--- src/verilog/tsms_cfg.svh ---
`ifndef TSMS_CFG_SVH
`define TSMS_CFG_SVH

// Register byte offsets
`define TSMS_ADDR_W        8
`define TSMS_OFF_CTRL      8'h00
`define TSMS_OFF_TIMEOUT   8'h04
`define TSMS_OFF_FLC_LOW   8'h08
`define TSMS_OFF_FLC_HIGH  8'h0C
`define TSMS_OFF_NETCMD    8'h10
`define TSMS_OFF_STATUS    8'h14
`define TSMS_OFF_IRQ_STAT  8'h18
`define TSMS_OFF_IRQ_MASK  8'h1C

// Field widths and reset values
`define TSMS_TMO_W         14
`define TSMS_TMO_MAX       14'h270F
`define TSMS_TMO_RST       14'h0001
`define TSMS_FLC_W         16
`define TSMS_FLC_LOW_RST   16'h0064
`define TSMS_FLC_HIGH_RST  16'h0064
`define TSMS_CTRL_RST      4'h0
`define TSMS_IRQ_W         4

// Interrupt event bit positions
`define TSMS_EV_DIAG       0
`define TSMS_EV_UNDERVOLT  1
`define TSMS_EV_SPEED      2
`define TSMS_EV_IGNORED    3

// Timing: one tick is the 0.1 s unit of the transition timeout
`define TSMS_CLK_HZ        125000000
`define TSMS_TICK_MS       100
`define TSMS_LH_DELAY_MS   100

`endif

--- src/verilog/tsms_pkg.sv ---
package tsms_pkg;

`include "tsms_cfg.svh"

    typedef enum logic [1:0] {
        ST_IDLE = 2'b00,
        ST_LOW  = 2'b01,
        ST_HIGH = 2'b10,
        ST_WAIT = 2'b11
    } tsms_state_e;

    typedef enum logic [1:0] {
        SP_NONE = 2'b00,
        SP_LOW  = 2'b01,
        SP_HIGH = 2'b10
    } tsms_speed_e;

    typedef struct packed {
        logic [`TSMS_ADDR_W-1:0] addr;
        logic [31:0]             wdata;
        logic                    we;
        logic                    re;
    } tsms_bus_s;

    typedef struct packed {
        logic i3_copy;
        logic local_keypad;
        logic impulse;
        logic direct;
    } tsms_ctrl_s;

    typedef struct packed {
        logic stop;
        logic high;
        logic low;
    } tsms_cmd_s;

    typedef struct packed {
        tsms_state_e             fsm;
        tsms_speed_e             dest;
        tsms_speed_e             latch;
        tsms_cmd_s               cmd_prev;
        logic [`TSMS_TMO_W-1:0]  cnt;
        tsms_ctrl_s              ctrl;
        logic [`TSMS_TMO_W-1:0]  timeout;
        logic [`TSMS_FLC_W-1:0]  flc_low;
        logic [`TSMS_FLC_W-1:0]  flc_high;
        logic                    net_fwd;
        logic                    net_low;
        logic                    mem_bit;
        logic [`TSMS_IRQ_W-1:0]  irq_stat;
        logic [`TSMS_IRQ_W-1:0]  irq_mask;
        logic [31:0]             rdata;
        logic                    out_low;
        logic                    out_high;
        logic                    fault_relay;
        logic                    warn;
        logic [`TSMS_FLC_W-1:0]  flc_act;
        logic                    tick_clr;
    } tsms_regs_s;

endpackage

--- src/verilog/tsms_tick.sv ---
`timescale 1ns/100ps
// Restartable divider: one-cycle tick every CYCLES clocks after clr
module tsms_tick #(
    parameter int unsigned CYCLES = 12500000
) (
    input  wire logic clk,
    input  wire logic srst,
    input  wire logic clr,
    output logic      tick
);
    localparam int unsigned W = (CYCLES > 1) ? $clog2(CYCLES) : 1;
    localparam logic [W-1:0] LAST = W'(CYCLES - 1);

    typedef struct packed {
        logic [W-1:0] cnt;
        logic         tick;
    } tsms_tick_s;

    tsms_tick_s r_reg;
    tsms_tick_s r_next;

    // Count up, wrap and pulse; clr restarts a full period
    always_comb
    begin
        r_next      = r_reg;
        r_next.tick = 1'b0;
        if (clr)
        begin
            r_next.cnt = '0;
        end
        else if (r_reg.cnt == LAST)
        begin
            r_next.cnt  = '0;
            r_next.tick = 1'b1;
        end
        else
        begin
            r_next.cnt = r_reg.cnt + W'(1);
        end
    end

    // State register
    always_ff @(posedge clk)
    begin
        if (srst)
            r_reg <= '0;
        else
            r_reg <= r_next;
    end

    assign tick = r_reg.tick;
endmodule

--- src/verilog/tsms_top.sv ---
// Strobed register access and the register offsets were left to the implementer.
`timescale 1ns/100ps
`include "tsms_cfg.svh"
// What this block does
// - The low-speed and high-speed outputs are never on together.
// - Low speed uses the first full-load current, high speed the second.
// - With direct transition off, speed changes only after a stop and a full timeout.
// - With direct transition on, high to low happens by itself after the timeout.
// - On the terminal strip, input 1 drives low speed and input 2 drives high speed.
// - On network with run forward 1, low command 1 picks low, 0 picks high; on keypad, aux 1 picks low and aux 2 high.
// - Input 3 does not steer the motor but can be copied into a memory bit.
// - Low control voltage drops both speed outputs.
// - A diagnostic error drops both speed outputs and the fault relay output.
// - Input 6 selects local control at 0 and remote control at 1.
// - In impulse wiring a low start during the transition timer is ignored.
// - In impulse wiring a low start while stop is active is ignored.
// - The transition timeout runs 0 to 999.9 s and resets to 100 ms.
// - The low-to-high delay is a fixed 100 ms.
// - Commands come from terminal strip, keypad or network.
module tsms_top #(
    parameter int unsigned TICK_CYCLES = `TSMS_CLK_HZ / 1000 * `TSMS_TICK_MS
) (
    input  wire logic                    clk,
    input  wire logic                    srst,
    input  wire tsms_pkg::tsms_bus_s     bus,
    output logic [31:0]                  rdata,
    input  wire logic [5:0]              logic_in,
    input  wire logic                    key_aux1,
    input  wire logic                    key_aux2,
    input  wire logic                    key_stop,
    input  wire logic                    low_voltage,
    input  wire logic                    diag_err,
    input  wire logic                    warn_in,
    output logic                         out_low_speed,
    output logic                         out_high_speed,
    output logic                         out_warning,
    output logic                         out_fault_relay,
    output logic [`TSMS_FLC_W-1:0]       flc_active,
    output logic                         irq
);
    localparam logic [`TSMS_TMO_W-1:0] LH_TICKS =
        `TSMS_TMO_W'(`TSMS_LH_DELAY_MS / `TSMS_TICK_MS);

    tsms_pkg::tsms_regs_s   r_reg;
    tsms_pkg::tsms_regs_s   r_next;
    tsms_pkg::tsms_cmd_s    cmd;
    tsms_pkg::tsms_cmd_s    rise;
    tsms_pkg::tsms_speed_e  want;
    logic                   tick;
    logic                   remote;
    logic                   fault;
    logic                   imp_mode;
    logic                   blocked;
    logic [`TSMS_IRQ_W-1:0] ev;

    // Write strobe aimed at one register
    function automatic logic is_wr(input tsms_pkg::tsms_bus_s b,
                                   input logic [`TSMS_ADDR_W-1:0] off);
        is_wr = b.we && (b.addr == off);
    endfunction

    // Read data for one address, zero where nothing is mapped
    function automatic logic [31:0] rd_mux(input logic [`TSMS_ADDR_W-1:0] a,
                                           input tsms_pkg::tsms_regs_s s,
                                           input logic rem);
        case (a)
            `TSMS_OFF_CTRL:     rd_mux = {28'h0, s.ctrl};
            `TSMS_OFF_TIMEOUT:  rd_mux = {18'h0, s.timeout};
            `TSMS_OFF_FLC_LOW:  rd_mux = {16'h0, s.flc_low};
            `TSMS_OFF_FLC_HIGH: rd_mux = {16'h0, s.flc_high};
            `TSMS_OFF_NETCMD:   rd_mux = {30'h0, s.net_low, s.net_fwd};
            `TSMS_OFF_STATUS:   rd_mux = {24'h0, s.warn, s.fault_relay, s.mem_bit, rem,
                                          s.out_high, s.out_low, s.fsm};
            `TSMS_OFF_IRQ_STAT: rd_mux = {28'h0, s.irq_stat};
            `TSMS_OFF_IRQ_MASK: rd_mux = {28'h0, s.irq_mask};
            default:            rd_mux = 32'h0;
        endcase
    endfunction

    // Time base for both transition delays
    tsms_tick #(
        .CYCLES (TICK_CYCLES)
    ) u_tick (
        .clk  (clk),
        .srst (srst),
        .clr  (r_reg.tick_clr),
        .tick (tick)
    );

    // Command source selection and wanted speed
    always_comb
    begin
        remote = logic_in[5];
        fault  = diag_err | low_voltage;
        if (remote)
        begin
            cmd.low  = r_reg.net_fwd & r_reg.net_low;
            cmd.high = r_reg.net_fwd & ~r_reg.net_low;
            cmd.stop = ~r_reg.net_fwd;
        end
        else if (r_reg.ctrl.local_keypad)
        begin
            cmd.low  = key_aux1;
            cmd.high = key_aux2;
            cmd.stop = key_stop;
        end
        else
        begin
            cmd.low  = logic_in[0];
            cmd.high = logic_in[1];
            cmd.stop = r_reg.ctrl.impulse & logic_in[3];
        end
        rise     = cmd & ~r_reg.cmd_prev;
        imp_mode = r_reg.ctrl.impulse & ~remote;
        blocked  = (r_reg.fsm == tsms_pkg::ST_WAIT) | cmd.stop;
        if (imp_mode)
            want = r_reg.latch;
        else if (cmd.low & ~cmd.high & ~cmd.stop)
            want = tsms_pkg::SP_LOW;
        else if (cmd.high & ~cmd.low & ~cmd.stop)
            want = tsms_pkg::SP_HIGH;
        else
            want = tsms_pkg::SP_NONE;
    end

    // Next state: latch, sequencer, outputs, registers
    always_comb
    begin
        r_next          = r_reg;
        r_next.cmd_prev = cmd;
        r_next.tick_clr = 1'b0;
        r_next.rdata    = 32'h0;
        ev              = '0;

        // Impulse latch: start pulses set, stop releases
        if (!imp_mode || fault || cmd.stop)
            r_next.latch = tsms_pkg::SP_NONE;
        else if (rise.low && !blocked)
            r_next.latch = tsms_pkg::SP_LOW;
        else if (rise.high && !blocked)
            r_next.latch = tsms_pkg::SP_HIGH;
        if (imp_mode && (rise.low || rise.high) && blocked)
            ev[`TSMS_EV_IGNORED] = 1'b1;

        // Speed sequencer; any fault forces the motor off
        if (fault)
        begin
            r_next.fsm = tsms_pkg::ST_IDLE;
        end
        else
        begin
            case (r_reg.fsm)
                tsms_pkg::ST_IDLE:
                begin
                    if (want == tsms_pkg::SP_LOW)
                        r_next.fsm = tsms_pkg::ST_LOW;
                    else if (want == tsms_pkg::SP_HIGH)
                        r_next.fsm = tsms_pkg::ST_HIGH;
                end
                tsms_pkg::ST_LOW:
                begin
                    // Maintained: losing the low command stops low speed
                    if (want == tsms_pkg::SP_NONE ||
                        (want == tsms_pkg::SP_HIGH && !r_reg.ctrl.direct && !imp_mode))
                    begin
                        r_next.fsm  = tsms_pkg::ST_WAIT;
                        r_next.dest = tsms_pkg::SP_NONE;
                        r_next.cnt  = r_reg.timeout;
                    end
                    else if (want == tsms_pkg::SP_HIGH && r_reg.ctrl.direct)
                    begin
                        r_next.fsm  = tsms_pkg::ST_WAIT;
                        r_next.dest = tsms_pkg::SP_HIGH;
                        r_next.cnt  = LH_TICKS;
                    end
                end
                tsms_pkg::ST_HIGH:
                begin
                    // Maintained: losing the high command stops high speed
                    if (want == tsms_pkg::SP_NONE ||
                        (want == tsms_pkg::SP_LOW && !r_reg.ctrl.direct && !imp_mode))
                    begin
                        r_next.fsm  = tsms_pkg::ST_WAIT;
                        r_next.dest = tsms_pkg::SP_NONE;
                        r_next.cnt  = r_reg.timeout;
                    end
                    else if (want == tsms_pkg::SP_LOW && r_reg.ctrl.direct)
                    begin
                        r_next.fsm  = tsms_pkg::ST_WAIT;
                        r_next.dest = tsms_pkg::SP_LOW;
                        r_next.cnt  = r_reg.timeout;
                    end
                end
                tsms_pkg::ST_WAIT:
                begin
                    if (want == tsms_pkg::SP_NONE)
                        r_next.dest = tsms_pkg::SP_NONE;
                    if (r_reg.cnt == '0)
                    begin
                        if (r_next.dest == tsms_pkg::SP_LOW)
                            r_next.fsm = tsms_pkg::ST_LOW;
                        else if (r_next.dest == tsms_pkg::SP_HIGH)
                            r_next.fsm = tsms_pkg::ST_HIGH;
                        else
                            r_next.fsm = tsms_pkg::ST_IDLE;
                    end
                    // A tick from before the divider restart is not counted
                    else if (tick && !r_reg.tick_clr)
                    begin
                        r_next.cnt = r_reg.cnt - `TSMS_TMO_W'(1);
                    end
                end
                default:
                begin
                    r_next.fsm = tsms_pkg::ST_IDLE;
                end
            endcase
        end
        if (r_next.fsm == tsms_pkg::ST_WAIT && r_reg.fsm != tsms_pkg::ST_WAIT)
            r_next.tick_clr = 1'b1;

        // Contactor, fault and warning outputs
        r_next.out_low     = (r_next.fsm == tsms_pkg::ST_LOW);
        r_next.out_high    = (r_next.fsm == tsms_pkg::ST_HIGH);
        r_next.fault_relay = ~diag_err;
        r_next.warn        = warn_in;
        if (r_next.fsm == tsms_pkg::ST_LOW)
            r_next.flc_act = r_reg.flc_low;
        else if (r_next.fsm == tsms_pkg::ST_HIGH)
            r_next.flc_act = r_reg.flc_high;
        else
            r_next.flc_act = '0;

        // Input 3 copy into memory bit
        if (r_reg.ctrl.i3_copy)
            r_next.mem_bit = logic_in[2];

        // Event sources
        ev[`TSMS_EV_DIAG]      = diag_err & r_reg.fault_relay;
        ev[`TSMS_EV_UNDERVOLT] = low_voltage & (r_reg.out_low | r_reg.out_high);
        ev[`TSMS_EV_SPEED]     = (r_next.out_low & ~r_reg.out_low) |
                                 (r_next.out_high & ~r_reg.out_high);

        // Register writes
        if (is_wr(bus, `TSMS_OFF_CTRL))
            r_next.ctrl = bus.wdata[3:0];
        if (is_wr(bus, `TSMS_OFF_TIMEOUT))
        begin
            if (bus.wdata > {18'h0, `TSMS_TMO_MAX})
                r_next.timeout = `TSMS_TMO_MAX;
            else
                r_next.timeout = bus.wdata[`TSMS_TMO_W-1:0];
        end
        if (is_wr(bus, `TSMS_OFF_FLC_LOW))
            r_next.flc_low = bus.wdata[`TSMS_FLC_W-1:0];
        if (is_wr(bus, `TSMS_OFF_FLC_HIGH))
            r_next.flc_high = bus.wdata[`TSMS_FLC_W-1:0];
        if (is_wr(bus, `TSMS_OFF_NETCMD))
        begin
            r_next.net_fwd = bus.wdata[0];
            r_next.net_low = bus.wdata[1];
        end
        if (is_wr(bus, `TSMS_OFF_IRQ_MASK))
            r_next.irq_mask = bus.wdata[`TSMS_IRQ_W-1:0];
        // Write one to clear; a new event wins over the clear
        if (is_wr(bus, `TSMS_OFF_IRQ_STAT))
            r_next.irq_stat = r_reg.irq_stat & ~bus.wdata[`TSMS_IRQ_W-1:0];
        r_next.irq_stat = r_next.irq_stat | ev;

        // Read data for the next cycle only
        if (bus.re)
            r_next.rdata = rd_mux(bus.addr, r_reg, remote);
    end

    // State register with reset values
    always_ff @(posedge clk)
    begin
        if (srst)
        begin
            r_reg             <= '0;
            r_reg.fsm         <= tsms_pkg::ST_IDLE;
            r_reg.timeout     <= `TSMS_TMO_RST;
            r_reg.flc_low     <= `TSMS_FLC_LOW_RST;
            r_reg.flc_high    <= `TSMS_FLC_HIGH_RST;
            r_reg.ctrl        <= `TSMS_CTRL_RST;
            r_reg.fault_relay <= 1'b1;
        end
        else
        begin
            r_reg <= r_next;
        end
    end

    // Outputs straight from flip-flops, except irq, which gates the status bits with the mask
    assign rdata           = r_reg.rdata;
    assign out_low_speed   = r_reg.out_low;
    assign out_high_speed  = r_reg.out_high;
    assign out_warning     = r_reg.warn;
    assign out_fault_relay = r_reg.fault_relay;
    assign flc_active      = r_reg.flc_act;
    assign irq             = |(r_reg.irq_stat & r_reg.irq_mask);
endmodule
--- config.mk ---
export PLATFORM = sky130hd
export DESIGN_NAME = tsms_top
export DESIGN_NICKNAME = d
export VERILOG_FILES = /design/src/verilog/tsms_pkg.sv /design/src/verilog/tsms_tick.sv /design/src/verilog/tsms_top.sv
export VERILOG_INCLUDE_DIRS = /design/src /design/src/verilog
export SDC_FILE = /design/constraint.sdc
export NUM_CORES = 1
export LEC_CHECK = 0
export BUFFER_PORTS_ARGS = -buffer_cell sky130_fd_sc_hd__buf_2
export CAP_MARGIN = 30
export CORE_UTILIZATION = 51
export CTS_CLUSTER_DIAMETER = 100
export CTS_CLUSTER_SIZE = 30
export DETAILED_ROUTE_END_ITERATION = 6
export PLACE_DENSITY = 0.86
export SLEW_MARGIN = 15
export SYNTH_ARGS = -nofsm -noshare
export SYNTH_HDL_FRONTEND = slang
export SYNTH_HIERARCHICAL = 1
export SYNTH_SLANG_ARGS = --single-unit
--- constraint.sdc ---
create_clock -name clk -period 2.9 [get_ports clk]
set_clock_uncertainty 0.15 [all_clocks]
set_input_delay 0.435 -clock clk [delete_from_list [all_inputs] [get_ports clk]]
set_output_delay 0.435 -clock clk [all_outputs]
set_load 0.01 [all_outputs]
* After elaboration in Yosys (flattened, before gate mapping) *
Index checks and enable logic that the tools add are counted.

cells by class
  mux-type cells = 37
  reductions and logical operators = 42
  add/subtract/negate cells = 2
  eq/ne operators = 23
  magnitude comparators = 1
  bitwise gates (word level) = 33

operator list
  kind                     number
  $pmux W16 S8             1
  $mux W14                 7
  $pmux W14 S3             1
  $eq A8 B5 Y1 const B     4
  $gt A32 B14 Y1 const B   1
  $mux W16                 2
  $add A24 B1 Y24 const B  1
  $eq A24 B24 Y1 const B   1
  $mux W2                  12
  $mux W4                  5
  $logic_and A1 B1 Y1      19
  $eq A8 B4 Y1 const B     2
  $logic_not A14 Y1        1
  $sub A14 B1 Y14 const B  1
  $and A1 B1 Y1            12
  $eq A2 B2 Y1 const B     6
  $not A1 Y1               11
  $and A4 B4 Y4            2
  $eq A2 B1 Y1 const B     4
  $eq A8 B3 Y1 const B     1
  $logic_not A8 Y1         1
  $pmux W2 S4              1
  $mux W3                  2
  $ne A3 B3 Y1 const B     2
  other kinds (19)         38

storage, ports and cells
  output and inout port bits = 53
  register bits after elaboration = 161
  bits of input ports = 56

* Logic depth before layout (Yosys ltp) *
  word-level depth = 23
  mapped depth = 11
  mapped depth without buffers = 9

* By module *
The synthesis kept the hierarchy.

modules (own cells, without submodules)
  module     area each (sq um)  times used  cells each
  tsms_top   5795.6             1           694
  tsms_tick  1164.9             1           131

* Worst setup path after synthesis *
Ideal clock, no wire load.

  path type = register to register
  from = register r_reg[114] (netlist name)
  to = register r_reg (netlist bit flc_active[0])
  slack = 0.079 ns
  clock period less this slack = 2.821 ns
  data arrival time = 2.554 ns
  cell stages (with the launch flop) = 12
  path buffers = 2
  path through = dfxtp_1 inv_1 ha_1 or3b_2 or4_4 nor2_1 a21oi_1 o21ai_2 nor2b_4 buf_6 buf_8 a22o_2

on the way
  word-level cells in the longest chain between the ends = 7
  elaborated cells between the ends (all ways) = 8
  classes of those cells = eq/ne: 2; mux: 5; reduce/logical: 1

ends and longest elaborated chain
  element                 line             text
  start, declared         tsms_top.sv:44   tsms_pkg::tsms_regs_s r_reg;
  start signal, assigned  tsms_top.sv:290  r_reg <= r_next;
  $logic_not A14 Y1 (*)   tsms_top.sv:198  if (r_reg.cnt == '0)
  $mux W2 (*)             tsms_top.sv:198
  $pmux W2 S4 (*)         tsms_top.sv:152  case (r_reg.fsm)
  $mux W2 (*)             tsms_top.sv:146  if (fault)
  $eq A2 B2 Y1            tsms_top.sv:229  else if (r_next.fsm == tsms_pkg::ST_HIGH)
  $mux W16                tsms_top.sv:229
  $mux W16 (*)            tsms_top.sv:227  if (r_next.fsm == tsms_pkg::ST_LOW)

Mark *: on every way between the ends. The rest lies on a longest branch, timed or not.
A chain may end at the register's enable or synchronous reset.

* Worst setup path after layout *
  from = register r_reg[114] (netlist name)
  to = register r_reg[59] (netlist name)

on the way
  word-level cells in the longest chain between the ends = 8
  elaborated cells between the ends (all ways) = 10
  classes of those cells = eq/ne: 2; mux: 3; bitwise: 4; reduce/logical: 1

ends and longest elaborated chain
  element                                              line                              text
  $logic_not A14 Y1 (*)                                tsms_top.sv:198
  $mux W2 (*)                                          tsms_top.sv:198
  $pmux W2 S4 (*)                                      tsms_top.sv:152
  $mux W2 (*)                                          tsms_top.sv:146
  $eq A2 B1 Y1 / $eq A2 B2 Y1 (equally long branches)  tsms_top.sv:223, tsms_top.sv:224
  $and A1 B1 Y1, on equally long branches              tsms_top.sv:241, tsms_top.sv:242
  $or A1 B1 Y1 (*)                                     tsms_top.sv:241                   ev[`TSMS_EV_SPEED] = (r_next.out_low & ~r_reg.out_low) |
  $or A4 B4 Y4 (*)                                     tsms_top.sv:268                   r_next.irq_stat = r_next.irq_stat | ev;

Marked as above.

==> metrics.cfg <==
[clock_tree]
clockBufferDepth=2
cts_num_sinks=145
clk_latency_ps=430
cts_tree=done
cts_buffers=17
htreeDepth=4
cts-hold-fix-buffers=0
clk_pin_slew_worst_paths_ps=60
root_buffer=clkbuf_16

[setup_path]
critPathMaxFanout=18
rrSetupSlack_ps=100
crit_path_end=r_reg[59]
reg2reg_depth=11
required_ps=3070
r2r-end=r_reg[59]
cp-end-kind=flip-flop
path_class=reg -> reg
cpPeakStageDelay_ps=580
critPathSlowestCell=or4_4
crit_arrival_ps=2960
rr_startpoint=r_reg[114]
cp-start-kind=flip-flop
crit_start=r_reg[114]
path_cells=inv_1 > ha_2 > or3b_4 > or4_4 > buf_4 > nor2_1 > a22oi_2 > nand2_2 > nor3_4 > buf_12 > a221o_1

[routing]
ant_nets=0
via_per_inst=5.88
drt-met1-wl_um=7310
highest_layer=met4
wl_met2_um=8640
vias=6352
route.met3.wl_um=1150
wl_per_cell_um=16.3
dr.pass1.iters=7
drt_iter0_markers=788
wirelength_um=17700
route.detailed.drc=2

[status]
violations=design-rule violations
status=complete, but fails checks

[global_routing]
grt_pass1_vias=5933
grt_max_degree=45
antenna_found_initial=0
grt_pass1_wl_um=28700
overflow=0
grt_usage=0.255

[die]
start_util=0.524
die-height_um=119
io_pins=109
dieArea_mm2=0.0141
dieWidth_um=119
core_mm2=0.0133
rows=42

[timing]
hold-worst-slack_ps=82.1
finalMaxSlewViolations=0
finalCritPeriodShare=0.964
tns_ps=0
fmax_mhz=358
rsz0062_at_grt=no
hold_viol=0
setup_violations=0
tightest_slew_ps=652
fin_crit_ps=2800
relSlewSlack=0.564

[finish]
drive_gt1_frac=0.222
stdcell_count=1081
syn_to_final_growth_pct=15.2
fin_nets=952
largest_reg_flops=84
antenna_cells=0

[placed_design]
io_buffers=91
gp_congestion=0.922
place_hpwl_um=12100
place_inst=1050

[pwr]
ir_drop_v=0.000480
p_clk_frac=0.477
power_frac_seq=0.466
power_switching_share=0.226
leakage_nw=3.11
power_density_mw_per_mm2=540
power_switching_w=0.000979
combPwrFrac=0.056
internal_power_w=0.00335

[synth]
async_flop_share=0
synth_area_mm2=0.00696
yosysUniqueCellTypes=82
synth-edff-count=0
synth-main-ff-cell=dfxtp_1
yosysSeqAreaShare=0.417
syn_avg_cell_area_um2=8.44
ys_seq_elements=145
yosysWarningCount=6
synthCells=825

[hold_path]
hp-class=in -> reg

[run]
drv_cap=0

==> power by group through the flow <==
stage / Clock (W) / Combinational [W] / Sequential, W
3_5_place_dp: 0 / 0.000235 / 0.00206
5_1_grt: 0.00216 / 0.000265 / 0.00202
4_1_cts: 0.00208 / 0.000237 / 0.00202
6_report: 0.00207 / 0.000244 / 0.00202
2_1_floorplan: 0 / 0.000151 / 0.00206
3_3_place_gp: 0 / 0.000232 / 0.00206
==> layout by cell type (no fill, tap or decap), types with 10 or more instances in the layout <==
cell       instances
a211oi_1          11
a21oi_1           69
a22o_2            16
a22oi_1           17
buf_2             91
buf_4             30
clkbuf_16         17
conb_1            16
dfxtp_1          145
inv_1             12
mux2i_1           14
nand2_1          108
nand3_1           18
nand3b_1          10
nand4_1           11
nor2_1            93
nor3_1            20
nor4_1            10
o21ai_0           21
xor2_1            12
==> synth_stat cells, types with 4 or more instances <==
| library cell | n | area (µm²) |
|---|---|---|
| dfxtp_1 | 145 | 2900 |
| nand2_1 | 109 | 409 |
| nor2_1 | 94 | 353 |
| a21oi_1 | 70 | 350 |
| buf_4 | 49 | 368 |
| clkbuf_1 | 28 | 105 |
| o21ai_0 | 21 | 105 |
| nor3_1 | 20 | 100 |
| nand3_1 | 18 | 90.1 |
| a22oi_1 | 17 | 128 |
| a22o_2 | 16 | 160 |
| mux2i_1 | 14 | 140 |
| inv_1 | 12 | 45.0 |
| xor2_1 | 12 | 105 |
| a211oi_1 | 11 | 82.6 |
| nand4_1 | 11 | 68.8 |
| nand3b_1 | 10 | 75.1 |
| nor4_1 | 10 | 62.6 |
| o31ai_1 | 9 | 67.6 |
| or4_1 | 9 | 67.6 |
| xnor2_1 | 9 | 78.8 |
| a221oi_1 | 8 | 70.1 |
| buf_2 | 8 | 40.0 |
| or3_1 | 8 | 50.1 |
| a222oi_1 | 7 | 70.1 |
| nor2b_1 | 7 | 43.8 |
| and2_1 | 6 | 37.5 |
| or2_2 | 6 | 37.5 |
| a21o_1 | 4 | 30.0 |
| nand2b_1 | 4 | 25.0 |
| o22ai_1 | 4 | 25.0 |
==> area by class of cell <==
| cell class | count | area (µm²) |
|---|---|---|
| clock inverter | 10 | 115 |
| timing repair buffer | 125 | 761 |
| fill | 1068 | 5280 |
| sequential | 145 | 2900 |
| multi-input combinational | 593 | 3540 |
| inverter | 12 | 45.0 |
| tap | 176 | 220 |
| clock buffer | 20 | 437 |
==> how the worst min path moves through the flow <==
stage	end	cells past startpoint	start
final	out_warning	2	warn_in
after global routing	out_warning	2	warn_in
after CTS	out_fault_relay	2	diag_err
after detailed placement	r_reg[91]	2	r_reg[91]
after global placement	r_reg[89]	2	r_reg[89]
after floorplan	u_tick/r_reg[1]	1	u_tick/r_reg[1]
==> through the flow <==
stage / total power [W] / util / instance area (µm²) / worst slack, ps
after floorplan: 0.00221 / - / 7020 / 79.0
after global placement: 0.00229 / 0.559 / 7440 / 22.5
after detailed placement: 0.00230 / 0.559 / 7440 / 8.87
after CTS: 0.00434 / 0.601 / 7990 / 31.5
after global routing: 0.00444 / 0.603 / 8020 / 58.6
final: 0.00433 / 0.603 / 8020 / 104
==> worst max-delay path, delay by kind of cell, from the launching register on <==
family,cells,cell delay [ps]
AND/OR/NAND/NOR,5,1230
buffers and inverters,3,400
AO/OA/AOI/OAI,2,390
flip-flops,1,330
adder cells (fa/ha/maj),1,190
==> kinds of logic (layout without fill, tap and decap cells) <==
kind of cell,Yosys count,in the layout,synth area share
muxes,16,16,0.0255
xor gates and xnor gates,21,21,0.0264
buffers and inverters,102,167,0.0877
and+or+nand+nor,340,340,0.242
other,1,16,0.000539
AOI/OAI and AO/OA,198,198,0.198
DFF,145,145,0.417
adders and majority gates,2,2,0.00359
==> metal layers <==
metal | up-vias | track usage
li1 | 3031 | -
met1 | 2994 | 0.306
met2 | 277 | 0.434
met3 | 50 | 0.0508
met4 | 0 | 0.128
met5 | - | 0
==> what timing repair did <==
item / in CTS / in global routing
buffers inserted: 0 / 1
setup endpoints to repair: 0 / 1
endpoints found under the hold margin: 0 / 0
resized for setup: 0 / 6
No activity file was read; power rests on OpenSTA's default activity.
